==> config.mk <==
export PLATFORM = sky130hd
export DESIGN_NAME = fpec_flash_ctrl
export DESIGN_NICKNAME = d
export VERILOG_FILES = /design/src/fpec_pkg.sv /design/src/fpec_flash_ctrl.sv
export SDC_FILE = /design/constraint.sdc
export NUM_CORES = 1
export LEC_CHECK = 0
export ABC_AREA = 0
export BUFFER_PORTS_ARGS = -buffer_cell sky130_fd_sc_hd__clkbuf_2
export CAP_MARGIN = 15
export CORE_ASPECT_RATIO = 0.75
export CORE_MARGIN = 1.5
export CORE_UTILIZATION = 50
export DETAILED_ROUTE_END_ITERATION = 8
export PLACE_DENSITY = 0.92
export SYNTH_ARGS = -nofsm -noshare
export SYNTH_HDL_FRONTEND = slang
export SYNTH_SLANG_ARGS = --single-unit
export TNS_END_PERCENT = 30
==> constraint.sdc <==
create_clock -name pclk -period 3.1 [get_ports pclk]
set_input_delay 0.465 -clock pclk [delete_from_list [all_inputs] [get_ports pclk]]
set_output_delay 0.465 -clock pclk [all_outputs]
set_load 0.01 [all_outputs]
==> src/fpec_pkg.sv <==
// fpec_pkg: constants and types for the flash program/erase control block
// assumes: one bus clock, registers reached over apb with 32-bit data
package fpec_pkg;

  localparam int unsigned NUM_ARRAYS   = 2;        // large array 0, small array 1
  localparam int unsigned APB_ADDR_W   = 10;       // byte address width on apb

  // register indices; byte address is four times the index
  localparam logic [7:0]  LARGE_LOCK_IDX = 8'hf4;
  localparam logic [7:0]  LARGE_CFG_IDX  = 8'hf5;
  localparam logic [7:0]  LARGE_CTL_IDX  = 8'hf7;
  localparam logic [7:0]  SMALL_LOCK_IDX = 8'hf8;
  localparam logic [7:0]  SMALL_CFG_IDX  = 8'hf9;
  localparam logic [7:0]  SMALL_CTL_IDX  = 8'hfb;

  // register kinds inside one block of four 32-bit word slots (16 bytes)
  localparam logic [1:0]  KIND_LOCK = 2'h0;
  localparam logic [1:0]  KIND_CFG  = 2'h1;
  localparam logic [1:0]  KIND_CTL  = 2'h2;

  // field positions
  localparam int unsigned LOCK_BIT  = 0;
  localparam int unsigned BOOT_REGION_PROTECT_BIT = 0;
  localparam int unsigned PGM_BIT   = 0;
  localparam int unsigned ERASE_SELECT_BIT  = 1;
  localparam int unsigned HIGH_VOLTAGE_ENABLE_BIT  = 3;
  localparam int unsigned HALT_BIT  = 4;

  // values after reset
  localparam logic        LOCK_RESET  = 1'b0;
  localparam logic        BOOT_REGION_PROTECT_RESET = 1'b1;
  localparam logic        CTL_RESET   = 1'b0;

  // memory map of the arrays and boot regions
  localparam logic [15:0] LARGE_BASE      = 16'h8000;
  localparam logic [15:0] LARGE_LAST      = 16'hffff;
  localparam logic [15:0] SMALL_BASE      = 16'h1000;
  localparam logic [15:0] SMALL_LAST      = 16'h7fff;
  localparam logic [15:0] LARGE_BOOT_BASE = 16'he000;
  localparam logic [15:0] SMALL_BOOT_BASE = 16'h6000;
  localparam logic [15:0] RESET_VECTOR    = 16'hfffe;

  // sequence phase of one array
  typedef enum logic [1:0] {PH_IDLE, PH_LATCHED, PH_HIGH_VOLTAGE} fpec_phase_t;

  // control state of one array
  typedef struct packed {
    logic        lock;          // write protect latch
    logic        lock_written;  // lock already written since reset
    logic        boot_region_protect;         // boot_region_protect
    logic        halt;          // wait_mode_clock_halt
    logic        high_voltage_enable;          // high_voltage_enable
    logic        erase_select;          // erase_select
    logic        program_select;           // program_select
    fpec_phase_t phase;         // sequence progress
  } fpec_arr_t;

  localparam fpec_arr_t ARR_RESET = '{lock: LOCK_RESET, lock_written: 1'b0, boot_region_protect: BOOT_REGION_PROTECT_RESET,
                                      halt: CTL_RESET, high_voltage_enable: CTL_RESET, erase_select: CTL_RESET,
                                      program_select: CTL_RESET, phase: PH_IDLE};

  // whole block state
  typedef struct packed {
    fpec_arr_t [1:0] arr;          // per-array control
    logic [31:0]     rdata;        // apb read data
    logic            rdy;          // read data captured, access may end
    logic            mis_done;     // misaligned read second cycle
    logic [1:0]      prog_strobe;  // one-cycle word program strobe per array
    logic [15:0]     prog_addr;    // latched program address
    logic [15:0]     prog_data;    // latched program data
  } fpec_state_t;

  // byte address of a register from array and kind
  function automatic logic [APB_ADDR_W-1:0] fpec_reg_addr(input logic is_small, input logic [1:0] kind);
    logic [7:0] idx;
    idx = 8'h00;
    unique case (kind)
      KIND_LOCK: idx = is_small ? SMALL_LOCK_IDX : LARGE_LOCK_IDX;
      KIND_CFG:  idx = is_small ? SMALL_CFG_IDX  : LARGE_CFG_IDX;
      default:   idx = is_small ? SMALL_CTL_IDX  : LARGE_CTL_IDX;
    endcase
    return {idx, 2'b00};
  endfunction : fpec_reg_addr

endpackage : fpec_pkg

==> src/fpec_flash_ctrl.sv <==
// fpec_flash_ctrl: register blocks, address decode and program/erase interlocks for two flash arrays
// assumes: the flash cell macros sit outside and act on the strobes and levels driven here;
// mode inputs and the cpu array bus come from logic on pclk, so they pass no synchroniser
// Overview of operation
// 8K boot region at top of each array
// each array has its own 4-byte block; the code gives each array four 32-bit word slots (16 bytes)
// fixed array ranges; both off when expanded
// lock latch written once in normal modes
// lock set blocks config register writes
// boot protect locked by latch or select
// boot protect one forbids boot region changes
// halt bit stops module clock in wait
// high voltage only after select and latch
// high voltage bit drives the charge pump
// program and erase selects never both set
// misaligned word read takes one extra cycle
// bus writes never alter array contents
// program clears bits, erase sets all ones
// only aligned words are programmed
// erase covers the whole array only
// software keeps order, pulse under 40 us
// software runs sequence outside that flash
// software erases fully before final data
// array supplies reset vector in single chip
// software program row step order
// boot region words ignored while protected
// software erase step order
// stop or wait aborts program and erase
// unused register bits read zero
// no internal timing of phases
`timescale 1ns/1ps
`default_nettype none

module fpec_flash_ctrl (
  input  wire logic                               pclk,             // bus clock
  input  wire logic                               presetn,          // async reset, active low
  input  wire logic                               psel,             // apb select
  input  wire logic                               penable,          // apb access phase
  input  wire logic                               pwrite,           // apb direction
  input  wire logic [fpec_pkg::APB_ADDR_W-1:0]    paddr,            // apb byte address
  input  wire logic [31:0]                        pwdata,           // apb write data
  output logic [31:0]                             prdata,           // apb read data
  output logic                                    pready,           // apb ready
  output logic                                    pslverr,          // unmapped address
  input  wire logic                               normal_mode,      // normal (not special) mode
  input  wire logic                               expanded_mode,    // expanded bus mode
  input  wire logic                               wait_mode,        // chip in wait
  input  wire logic                               stop_mode,        // chip in stop
  input  wire logic                               cpu_valid,        // cpu array access
  input  wire logic                               cpu_write,        // cpu access is a write
  input  wire logic                               cpu_byte,         // byte_size_indicator
  input  wire logic [15:0]                        cpu_addr,         // cpu address
  input  wire logic [15:0]                        cpu_wdata,        // cpu write data
  output logic                                    cpu_wait,         // stretch misaligned read
  output logic [1:0]                              array_read_sel,   // read select per array
  output logic [1:0]                              array_clk_en,     // module clock enable
  output logic [1:0]                              pump_on,          // charge pump and high voltage
  output logic [1:0]                              prog_strobe,      // program one word
  output logic [15:0]                             prog_addr,        // word address to program
  output logic [15:0]                             prog_data,        // zeros clear cells
  output logic [1:0]                              erase_on,         // bulk erase active
  output logic [1:0]                              erase_boot        // erase includes boot region
);
  import fpec_pkg::*;

  fpec_state_t st_q;   // registered state
  fpec_state_t st_d;   // next state

  // address inside array a
  function automatic logic fpec_in_array(input int a, input logic [15:0] addr);
    if (a == 0) begin
      return (addr >= LARGE_BASE) && (addr <= LARGE_LAST);
    end
    return (addr >= SMALL_BASE) && (addr <= SMALL_LAST);
  endfunction : fpec_in_array

  // address inside the boot region of array a
  function automatic logic fpec_in_boot(input int a, input logic [15:0] addr);
    if (a == 0) begin
      return addr >= LARGE_BOOT_BASE;
    end
    return (addr >= SMALL_BOOT_BASE) && (addr <= SMALL_LAST);
  endfunction : fpec_in_boot

  // apb phases
  logic setup_ph;      // first cycle of a transfer
  logic wr_take;       // write takes effect this edge
  logic misaligned;    // misaligned word read in flight
  logic abort;         // low-power entry aborts sequences
  logic [1:0] hit;     // cpu address decodes to array

  assign setup_ph   = psel & ~penable;
  assign wr_take    = psel & penable & pwrite & st_q.rdy;
  assign misaligned = cpu_valid & ~cpu_write & ~cpu_byte & cpu_addr[0];
  assign abort      = wait_mode | stop_mode;

  // array decode; the large array holds the reset vector in single-chip mode
  always_comb begin
    for (int a = 0; a < NUM_ARRAYS; a++) begin
      hit[a] = ~expanded_mode & fpec_in_array(a, cpu_addr);
    end
  end

  // next-state logic
  always_comb begin
    logic [1:0]  kind;     // register kind addressed
    logic        sel_small; // addressed block
    logic        mapped;   // address names a register
    logic [31:0] rval;     // read value
    logic        n_pgm;    // written program select
    logic        n_erase_select;   // written erase select
    logic        wr_arr;   // cpu write to this array
    fpec_arr_t   r;        // current array state
    kind   = KIND_LOCK;
    sel_small = 1'b0;
    mapped = 1'b0;
    rval   = 32'h0000_0000;
    n_pgm  = 1'b0;
    n_erase_select = 1'b0;
    wr_arr = 1'b0;
    r      = st_q.arr[0];
    st_d   = st_q;
    st_d.prog_strobe = 2'b00;

    // register decode, one aligned word each
    for (int a = 0; a < NUM_ARRAYS; a++) begin
      for (int k = 0; k < 3; k++) begin
        if (paddr == fpec_reg_addr(a[0], k[1:0])) begin
          mapped = 1'b1;
          sel_small = a[0];
          kind   = k[1:0];
        end
      end
    end

    // read data captured in the setup cycle, so the access ends at once
    st_d.rdy = setup_ph;
    if (setup_ph) begin
      r = st_q.arr[sel_small];
      if (mapped) begin
        unique case (kind)
          KIND_LOCK: rval[LOCK_BIT]  = r.lock;
          KIND_CFG:  rval[BOOT_REGION_PROTECT_BIT] = r.boot_region_protect;
          default: begin
            rval[HALT_BIT] = r.halt;
            rval[HIGH_VOLTAGE_ENABLE_BIT] = r.high_voltage_enable;
            rval[ERASE_SELECT_BIT] = r.erase_select;
            rval[PGM_BIT]  = r.program_select;
          end
        endcase
      end
      st_d.rdata = rval;
    end

    for (int a = 0; a < NUM_ARRAYS; a++) begin
      r = st_q.arr[a];
      // register writes
      if (wr_take && mapped && sel_small == a[0]) begin
        unique case (kind)
          KIND_LOCK: begin
            // one write per reset in normal modes, free in special modes
            if (!normal_mode || !r.lock_written) begin
              st_d.arr[a].lock         = pwdata[LOCK_BIT];
              st_d.arr[a].lock_written = 1'b1;
            end
          end
          KIND_CFG: begin
            // latch or an active select freezes boot protect
            if (!r.lock && !r.program_select && !r.erase_select) begin
              st_d.arr[a].boot_region_protect = pwdata[BOOT_REGION_PROTECT_BIT];
            end
          end
          default: begin
            n_pgm  = pwdata[PGM_BIT];
            n_erase_select = pwdata[ERASE_SELECT_BIT];
            st_d.arr[a].halt = pwdata[HALT_BIT];
            // selects: a write of both is dropped, the other must be clear
            if (!(n_pgm && n_erase_select)) begin
              st_d.arr[a].program_select  = n_pgm & ~r.erase_select;
              st_d.arr[a].erase_select = n_erase_select & ~r.program_select;
            end
            // high voltage only after select and latch write
            if (!pwdata[HIGH_VOLTAGE_ENABLE_BIT]) begin
              st_d.arr[a].high_voltage_enable = 1'b0;
            end else if ((r.program_select || r.erase_select) && r.phase != PH_IDLE) begin
              st_d.arr[a].high_voltage_enable  = 1'b1;
              st_d.arr[a].phase = PH_HIGH_VOLTAGE;
            end
            // phases end only on software writes or stop/wait entry, never on a timer
            if (!pwdata[HIGH_VOLTAGE_ENABLE_BIT] && r.phase == PH_HIGH_VOLTAGE) begin
              st_d.arr[a].phase = PH_IDLE;
            end else if (!st_d.arr[a].program_select && !st_d.arr[a].erase_select && !st_d.arr[a].high_voltage_enable) begin
              st_d.arr[a].phase = PH_IDLE;
            end
          end
        endcase
      end

      // cpu writes: never stored, only latch or program under a select
      wr_arr = cpu_valid & cpu_write & hit[a];
      if (wr_arr && (r.program_select || r.erase_select) && r.phase == PH_IDLE) begin
        st_d.arr[a].phase = PH_LATCHED;
      end
      if (wr_arr && r.program_select && r.high_voltage_enable && r.phase == PH_HIGH_VOLTAGE) begin
        // aligned words outside a protected boot region only
        if (!cpu_byte && !cpu_addr[0] && !(r.boot_region_protect && fpec_in_boot(a, cpu_addr))) begin
          st_d.prog_strobe[a] = 1'b1;
          st_d.prog_addr      = cpu_addr;
          st_d.prog_data      = cpu_wdata;
        end
      end

      // stop or wait entry kills any sequence at once
      if (abort) begin
        st_d.arr[a].program_select     = 1'b0;
        st_d.arr[a].erase_select    = 1'b0;
        st_d.arr[a].high_voltage_enable    = 1'b0;
        st_d.arr[a].phase   = PH_IDLE;
        st_d.prog_strobe[a] = 1'b0;
      end
    end

    // second cycle of a misaligned read
    st_d.mis_done = misaligned & ~st_q.mis_done;
  end

  // state register
  always_ff @(posedge pclk or negedge presetn) begin
    if (!presetn) begin
      st_q.arr[0]      <= ARR_RESET;
      st_q.arr[1]      <= ARR_RESET;
      st_q.rdata       <= 32'h0000_0000;
      st_q.rdy         <= 1'b0;
      st_q.mis_done    <= 1'b0;
      st_q.prog_strobe <= 2'b00;
      st_q.prog_addr   <= 16'h0000;
      st_q.prog_data   <= 16'h0000;
    end else begin
      st_q <= st_d;
    end
  end

  // apb answers: zero wait states, error on unmapped address
  always_comb begin
    logic m;   // access hits a register
    m = 1'b0;
    for (int a = 0; a < NUM_ARRAYS; a++) begin
      for (int k = 0; k < 3; k++) begin
        m = m | (paddr == fpec_reg_addr(a[0], k[1:0]));
      end
    end
    pready  = st_q.rdy;
    pslverr = psel & penable & st_q.rdy & ~m;
  end
  assign prdata = st_q.rdata;

  // array side outputs
  assign cpu_wait  = misaligned & ~st_q.mis_done;
  assign prog_addr = st_q.prog_addr;
  assign prog_data = st_q.prog_data;
  assign prog_strobe = st_q.prog_strobe;
  always_comb begin
    for (int a = 0; a < NUM_ARRAYS; a++) begin
      array_read_sel[a] = hit[a] & cpu_valid & ~cpu_write;
      array_clk_en[a]   = ~(wait_mode & st_q.arr[a].halt);
      pump_on[a]        = st_q.arr[a].high_voltage_enable;
      // bulk erase of the whole array; boot region kept while protected
      erase_on[a]       = st_q.arr[a].high_voltage_enable & st_q.arr[a].erase_select;
      erase_boot[a]     = st_q.arr[a].high_voltage_enable & st_q.arr[a].erase_select & ~st_q.arr[a].boot_region_protect;
    end
  end

  // checks per array
  for (genvar g = 0; g < 2; g++) begin : g_chk
    property p_interlock;
      @(posedge pclk) disable iff (!presetn) !(st_q.arr[g].program_select && st_q.arr[g].erase_select);
    endproperty
    a_interlock: assert property (p_interlock) else $error("both selects set");

    property p_hv_order;
      @(posedge pclk) disable iff (!presetn)
        $rose(pump_on[g]) |-> $past(st_q.arr[g].phase) == PH_LATCHED && (st_q.arr[g].program_select || st_q.arr[g].erase_select);
    endproperty
    a_hv_order: assert property (p_hv_order) else $error("high voltage out of order");

    property p_lock_once;
      @(posedge pclk) disable iff (!presetn)
        normal_mode && st_q.arr[g].lock_written |=> $stable(st_q.arr[g].lock);
    endproperty
    a_lock_once: assert property (p_lock_once) else $error("lock rewritten");

    property p_cfg_frozen;
      @(posedge pclk) disable iff (!presetn)
        (st_q.arr[g].lock || st_q.arr[g].program_select || st_q.arr[g].erase_select) |=> $stable(st_q.arr[g].boot_region_protect);
    endproperty
    a_cfg_frozen: assert property (p_cfg_frozen) else $error("boot protect changed");

    property p_abort;
      @(posedge pclk) disable iff (!presetn) abort |=> !pump_on[g] && !prog_strobe[g] && !erase_on[g];
    endproperty
    a_abort: assert property (p_abort) else $error("sequence not aborted");

    property p_prog_legal;
      @(posedge pclk) disable iff (!presetn)
        prog_strobe[g] |-> !prog_addr[0] && !(st_q.arr[g].boot_region_protect && fpec_in_boot(g, prog_addr)) && pump_on[g];
    endproperty
    a_prog_legal: assert property (p_prog_legal) else $error("illegal word programmed");

    property p_halt;
      @(posedge pclk) disable iff (!presetn)
        wait_mode && st_q.arr[g].halt |-> !array_clk_en[g] ##1 (array_clk_en[g] || wait_mode);
    endproperty
    a_halt: assert property (p_halt) else $error("clock not halted");

    property p_expanded;
      @(posedge pclk) disable iff (!presetn) expanded_mode |-> !array_read_sel[g] ##1 !prog_strobe[g];
    endproperty
    a_expanded: assert property (p_expanded) else $error("array active in expanded mode");

    c_program: cover property (@(posedge pclk) disable iff (!presetn) prog_strobe[g]);
    c_erase:   cover property (@(posedge pclk) disable iff (!presetn) erase_on[g] && erase_boot[g]);
  end

  property p_misaligned;
    @(posedge pclk) disable iff (!presetn) misaligned && !st_q.mis_done |-> cpu_wait ##1 !cpu_wait;
  endproperty
  a_misaligned: assert property (p_misaligned) else $error("misaligned read not one extra cycle");

  c_misaligned: cover property (@(posedge pclk) disable iff (!presetn) cpu_wait ##1 !cpu_wait);

endmodule : fpec_flash_ctrl

`default_nettype wire

# After elaboration in Yosys (flattened, before gate mapping)

Cells that the tools add are included.

Multiplexer cells: 62
Eq/ne operators: 12
Bitwise operators: 51
$lt $le $gt $ge: 7
Reductions and logical operators: 82

Operators by type and width:

| kind                                                                    | count |
|---|---|
| 33-bit two-way mux                                                      | 2 |
| 32-bit two-way mux                                                      | 2 |
| 10-bit equality test, second input constant                             | 6 |
| 2-bit two-way mux                                                       | 23 |
| 1-bit logical AND                                                       | 34 |
| 16-bit >= comparator, second input constant                             | 2 |
| 5-bit two-way mux                                                       | 6 |
| 1-bit bitwise AND                                                       | 29 |
| 1-bit two-way mux                                                       | 26 |
| 1-bit logical NOT                                                       | 20 |
| 5-bit nonzero test                                                      | 4 |
| 9-bit two-way mux                                                       | 2 |
| 16-bit by 13-bit >= comparator with 1-bit output, second input constant | 1 |
| 16-bit by 15-bit >= comparator with 1-bit output, second input constant | 1 |
| 16-bit by 15-bit <= comparator with 1-bit output, second input constant | 1 |
| 16-bit <= comparator, second input constant                             | 1 |
| 1-bit NOT                                                               | 16 |
| 3-bit AND reduction                                                     | 4 |
| 2-bit AND reduction                                                     | 4 |
| 4-bit AND reduction                                                     | 2 |
| 2-bit nonzero test                                                      | 4 |
| 2-bit logical NOT                                                       | 3 |
| 3-bit by 1-bit != test with 1-bit output, second input constant         | 2 |
| 1-bit bitwise OR                                                        | 6 |
| 8 further kinds                                                         | 13 |

Output and inout port bits: 79
Register bits: 58

# Logic depth before layout (Yosys ltp)

Word-level depth: 19
Gate-level depth with buffers: 6
Depth with buffers taken out: 5

# Least setup slack after synthesis

No wires, ideal clock.

Path type: input port to flip-flop
Start point: in cpu_addr[15]
End point: reg prog_addr[10] (netlist name)
Stages: 5
Data arrival time: 1.940 ns
Library setup time: 0.125 ns
Buffers on the path: 1
Slack: 1.035 ns
Required time: 2.975 ns
Path through: or3_1 > or3_4 > a21oi_4 > buf_6 > mux2_2

RTL lines:

| item               | line                  | text |
|---|---|---|
| start: declaration | fpec_flash_ctrl.sv:52 | `input wire logic [15:0] cpu_addr,` |

==> out/metrics.yaml <==
yosys:
  synth_edf_count: 0
  synth_top_area_share: 0.421
  ys.warnings.count: 0
  synth_ff_type: "dfrtp_1"
  ys_ff_latch: 58
  syn_area_per_cell_um2: 10.3
  synth_cell_types: 48
  syn_area_um2: 3330
  yosys.area.top_type: "dfrtp_1"
  ys_seq_area_frac: 0.437
  synth_cells: 322
  synthTopCellsByArea: "dfrtp_1, buf_4, mux2_2"
  async_reset_ff_frac: 1.00
placed_design:
  pre_cts_ws_ns: 0.645
  placed_area_um2: 3530
  dpl.cell_count: 466
  port_buffers: 108
  dp_hpwl_um: 5520
  routabilityCongestion: 0.931
finish:
  layout-drive-gt1-share: 0.425
  nNetsFinal: 482
  layout_common_cells: "clkbuf_2, dfrtp_1, mux2_2"
  antenna_cells: 0
  syn_to_final_growth_pct: 10.9
  layout_commonest_cell: "clkbuf_2"
  design_area_um2: 3690
  final_cells: 481
sta:
  fin_setup_tns_ns: 0
  tightest_slew_ns: 0.714
  hold_ws_ns: 0.270
  clock_skew_ns: 0.00858
  fmaxAchievable_ghz: 0.472
  fin_crit_sh: 0.683
  slew_headroom: 0.524
  slew_violations: 0
  hold_viol_final: 0
  fin_ws_ns: 0.982
  rsz0062_at_grt: "no"
  setup_violations: 0
  fin_crit_ns: 2.12
clock_tree:
  path_clk_slew_ns: 0.06
  cts_tree: "yes"
  hold_buffers: 0
  htreeDepth: 3
  root_buffer: "clkbuf_8"
  cts_buffer_depth: 2
  clkLatencyLatePin_ns: 0.33
  clkSinkCount: 58
  cts_made_buffers: 9
  cts_resized: 0
  post_cts_buffers: 0
pwr:
  p_per_area_nw_per_um2: 394
  leakage_nw: 1.91
  ir_drop_mv: 0.210
setup_path:
  critPathLaunch: "cpu_addr[13]"
  start_kind: "primary input"
  critPathRequiredTime_ns: 3.31
  end_kind: "register"
  path_class: "primary input to register"
  crit_chain: "clkbuf_2 > nor3_1 > or3_1 > or3_4 > a21oi_4 > buf_4 > mux2_2"
  critPathMaxStageDelay_ns: 0.41
  cpMaxStageDelayCell: "or3_4"
  path_max_fanout: 31
  crit_arrival_ns: 2.33
  r2r-start: "st_q[79]$_DFFE_PN0P_"
route:
  dr.pass1.iters: 4
  wirelength_um: 7210
  antenna_left: 0
  drtIter0Drc: 270
  drc: 0
  wire_per_inst_um: 15.0
  via_per_inst: 5.27
  num_vias: 2537
worst_hold_path:
  worstHoldPathType: "primary input to asynchronous set/reset pin"
job:
  drv_cap: 0
global_routing:
  grt_max_degree: 59
  track_usage: 0.200
  antenna_found_initial: 0
  grt_pass1_vias: 2484
  grt_pass1_wl_um: 11300
  overflow: 0
floorplanning:
  rows: 25
  initial_core_util: 0.522
  coreArea_um2: 6380
  die_w_um: 97.2
  die_y_um: 73.7
  pin_count: 165
  dieArea_um2: 7160
outcome:
  run_status: "completed"
final cells by class:
cell class              instances  area [µm²]
fillers                       558        2690
flip-flops and latches         58        1450
multi-input cells             211        1400
repair buffers                110         556
clock buffers                   9         124
well taps                      81         101
clock inverters                 6        35.0
inverters                       6        22.5
flip-flops by register name, indices dropped and copies added, names as in the netlist:
| register | count |
|---|---|
| st_q | 17 |
| prog_data | 16 |
| prog_strobe | 2 |
| pready | 1 |
| pump_on | 2 |
| prdata | 4 |
| prog_addr | 16 |
per-stage QoR:
stage                      util  power, W
final                     0.578   0.00145
after floorplan               -  0.000856
after global routing      0.578   0.00151
after CTS                 0.578   0.00147
after detailed placement  0.553  0.000896
after global placement    0.553  0.000891
synthesized netlist by cell type (4+ instances only):
cell type,n
nor2b_1,8
nand4_1,7
nor2_1,19
dfrtp_1,56
buf_4,68
or3_1,4
o21ai_0,9
inv_1,6
and2_1,4
a21oi_1,9
a211oi_1,4
mux2_2,35
nand3_1,6
nand2b_1,8
nand2_1,25
final timing paths:
| path | end | slack [ns] | cells after the start |
|---|---|---|---|
| max reg2reg | prog_data[13]$_DFF_PN0_ | 1.08 | 5 |
| min reg2reg | st_q[34]$_DFF_PN0_ | 0.42 | 1 |
| min | st_q[85]$_DFFE_PN0P_ | 0.27 | 2 |
| max in group asynchronous | pready$_DFF_PN0_ | 2.36 | 2 |
| max | prog_data[13]$_DFF_PN0_ | 0.98 | 7 |
| min in group pclk | st_q[34]$_DFF_PN0_ | 0.32 | 2 |
logic make-up after synthesis:
group,after synthesis,share of synthesized area
compound gates,43,0.0891
buf+inv,80,0.174
flops,58,0.437
mux,40,0.138
other cells,1,0.00113
simple gates,100,0.162
worst max-delay path, delay by kind of cell:
family                 cells  cell delay [ns]
buffers and inverters      2             0.49
AND/OR/NAND/NOR            3             0.82
AO/OA/AOI/OAI              1             0.14
multiplexers               1             0.39
layer usage:
layer  part of all wire  vias up  GRT usage
li1                   -     1192          -
met1               0.38     1226      0.240
met2               0.54      108      0.357
met3              0.063       11     0.0504
met4              0.015        0     0.0683
met5                  0        -          0
report_power, final:
group | total [W] | switching (W) | internal [W]
clock network | 0.000571 | 0.000293 | 0.000279
registers | 0.000763 | 0.00000199 | 0.000761
logic | 0.000120 | 0.0000769 | 0.0000435
(Power assumes the default switching activity.)
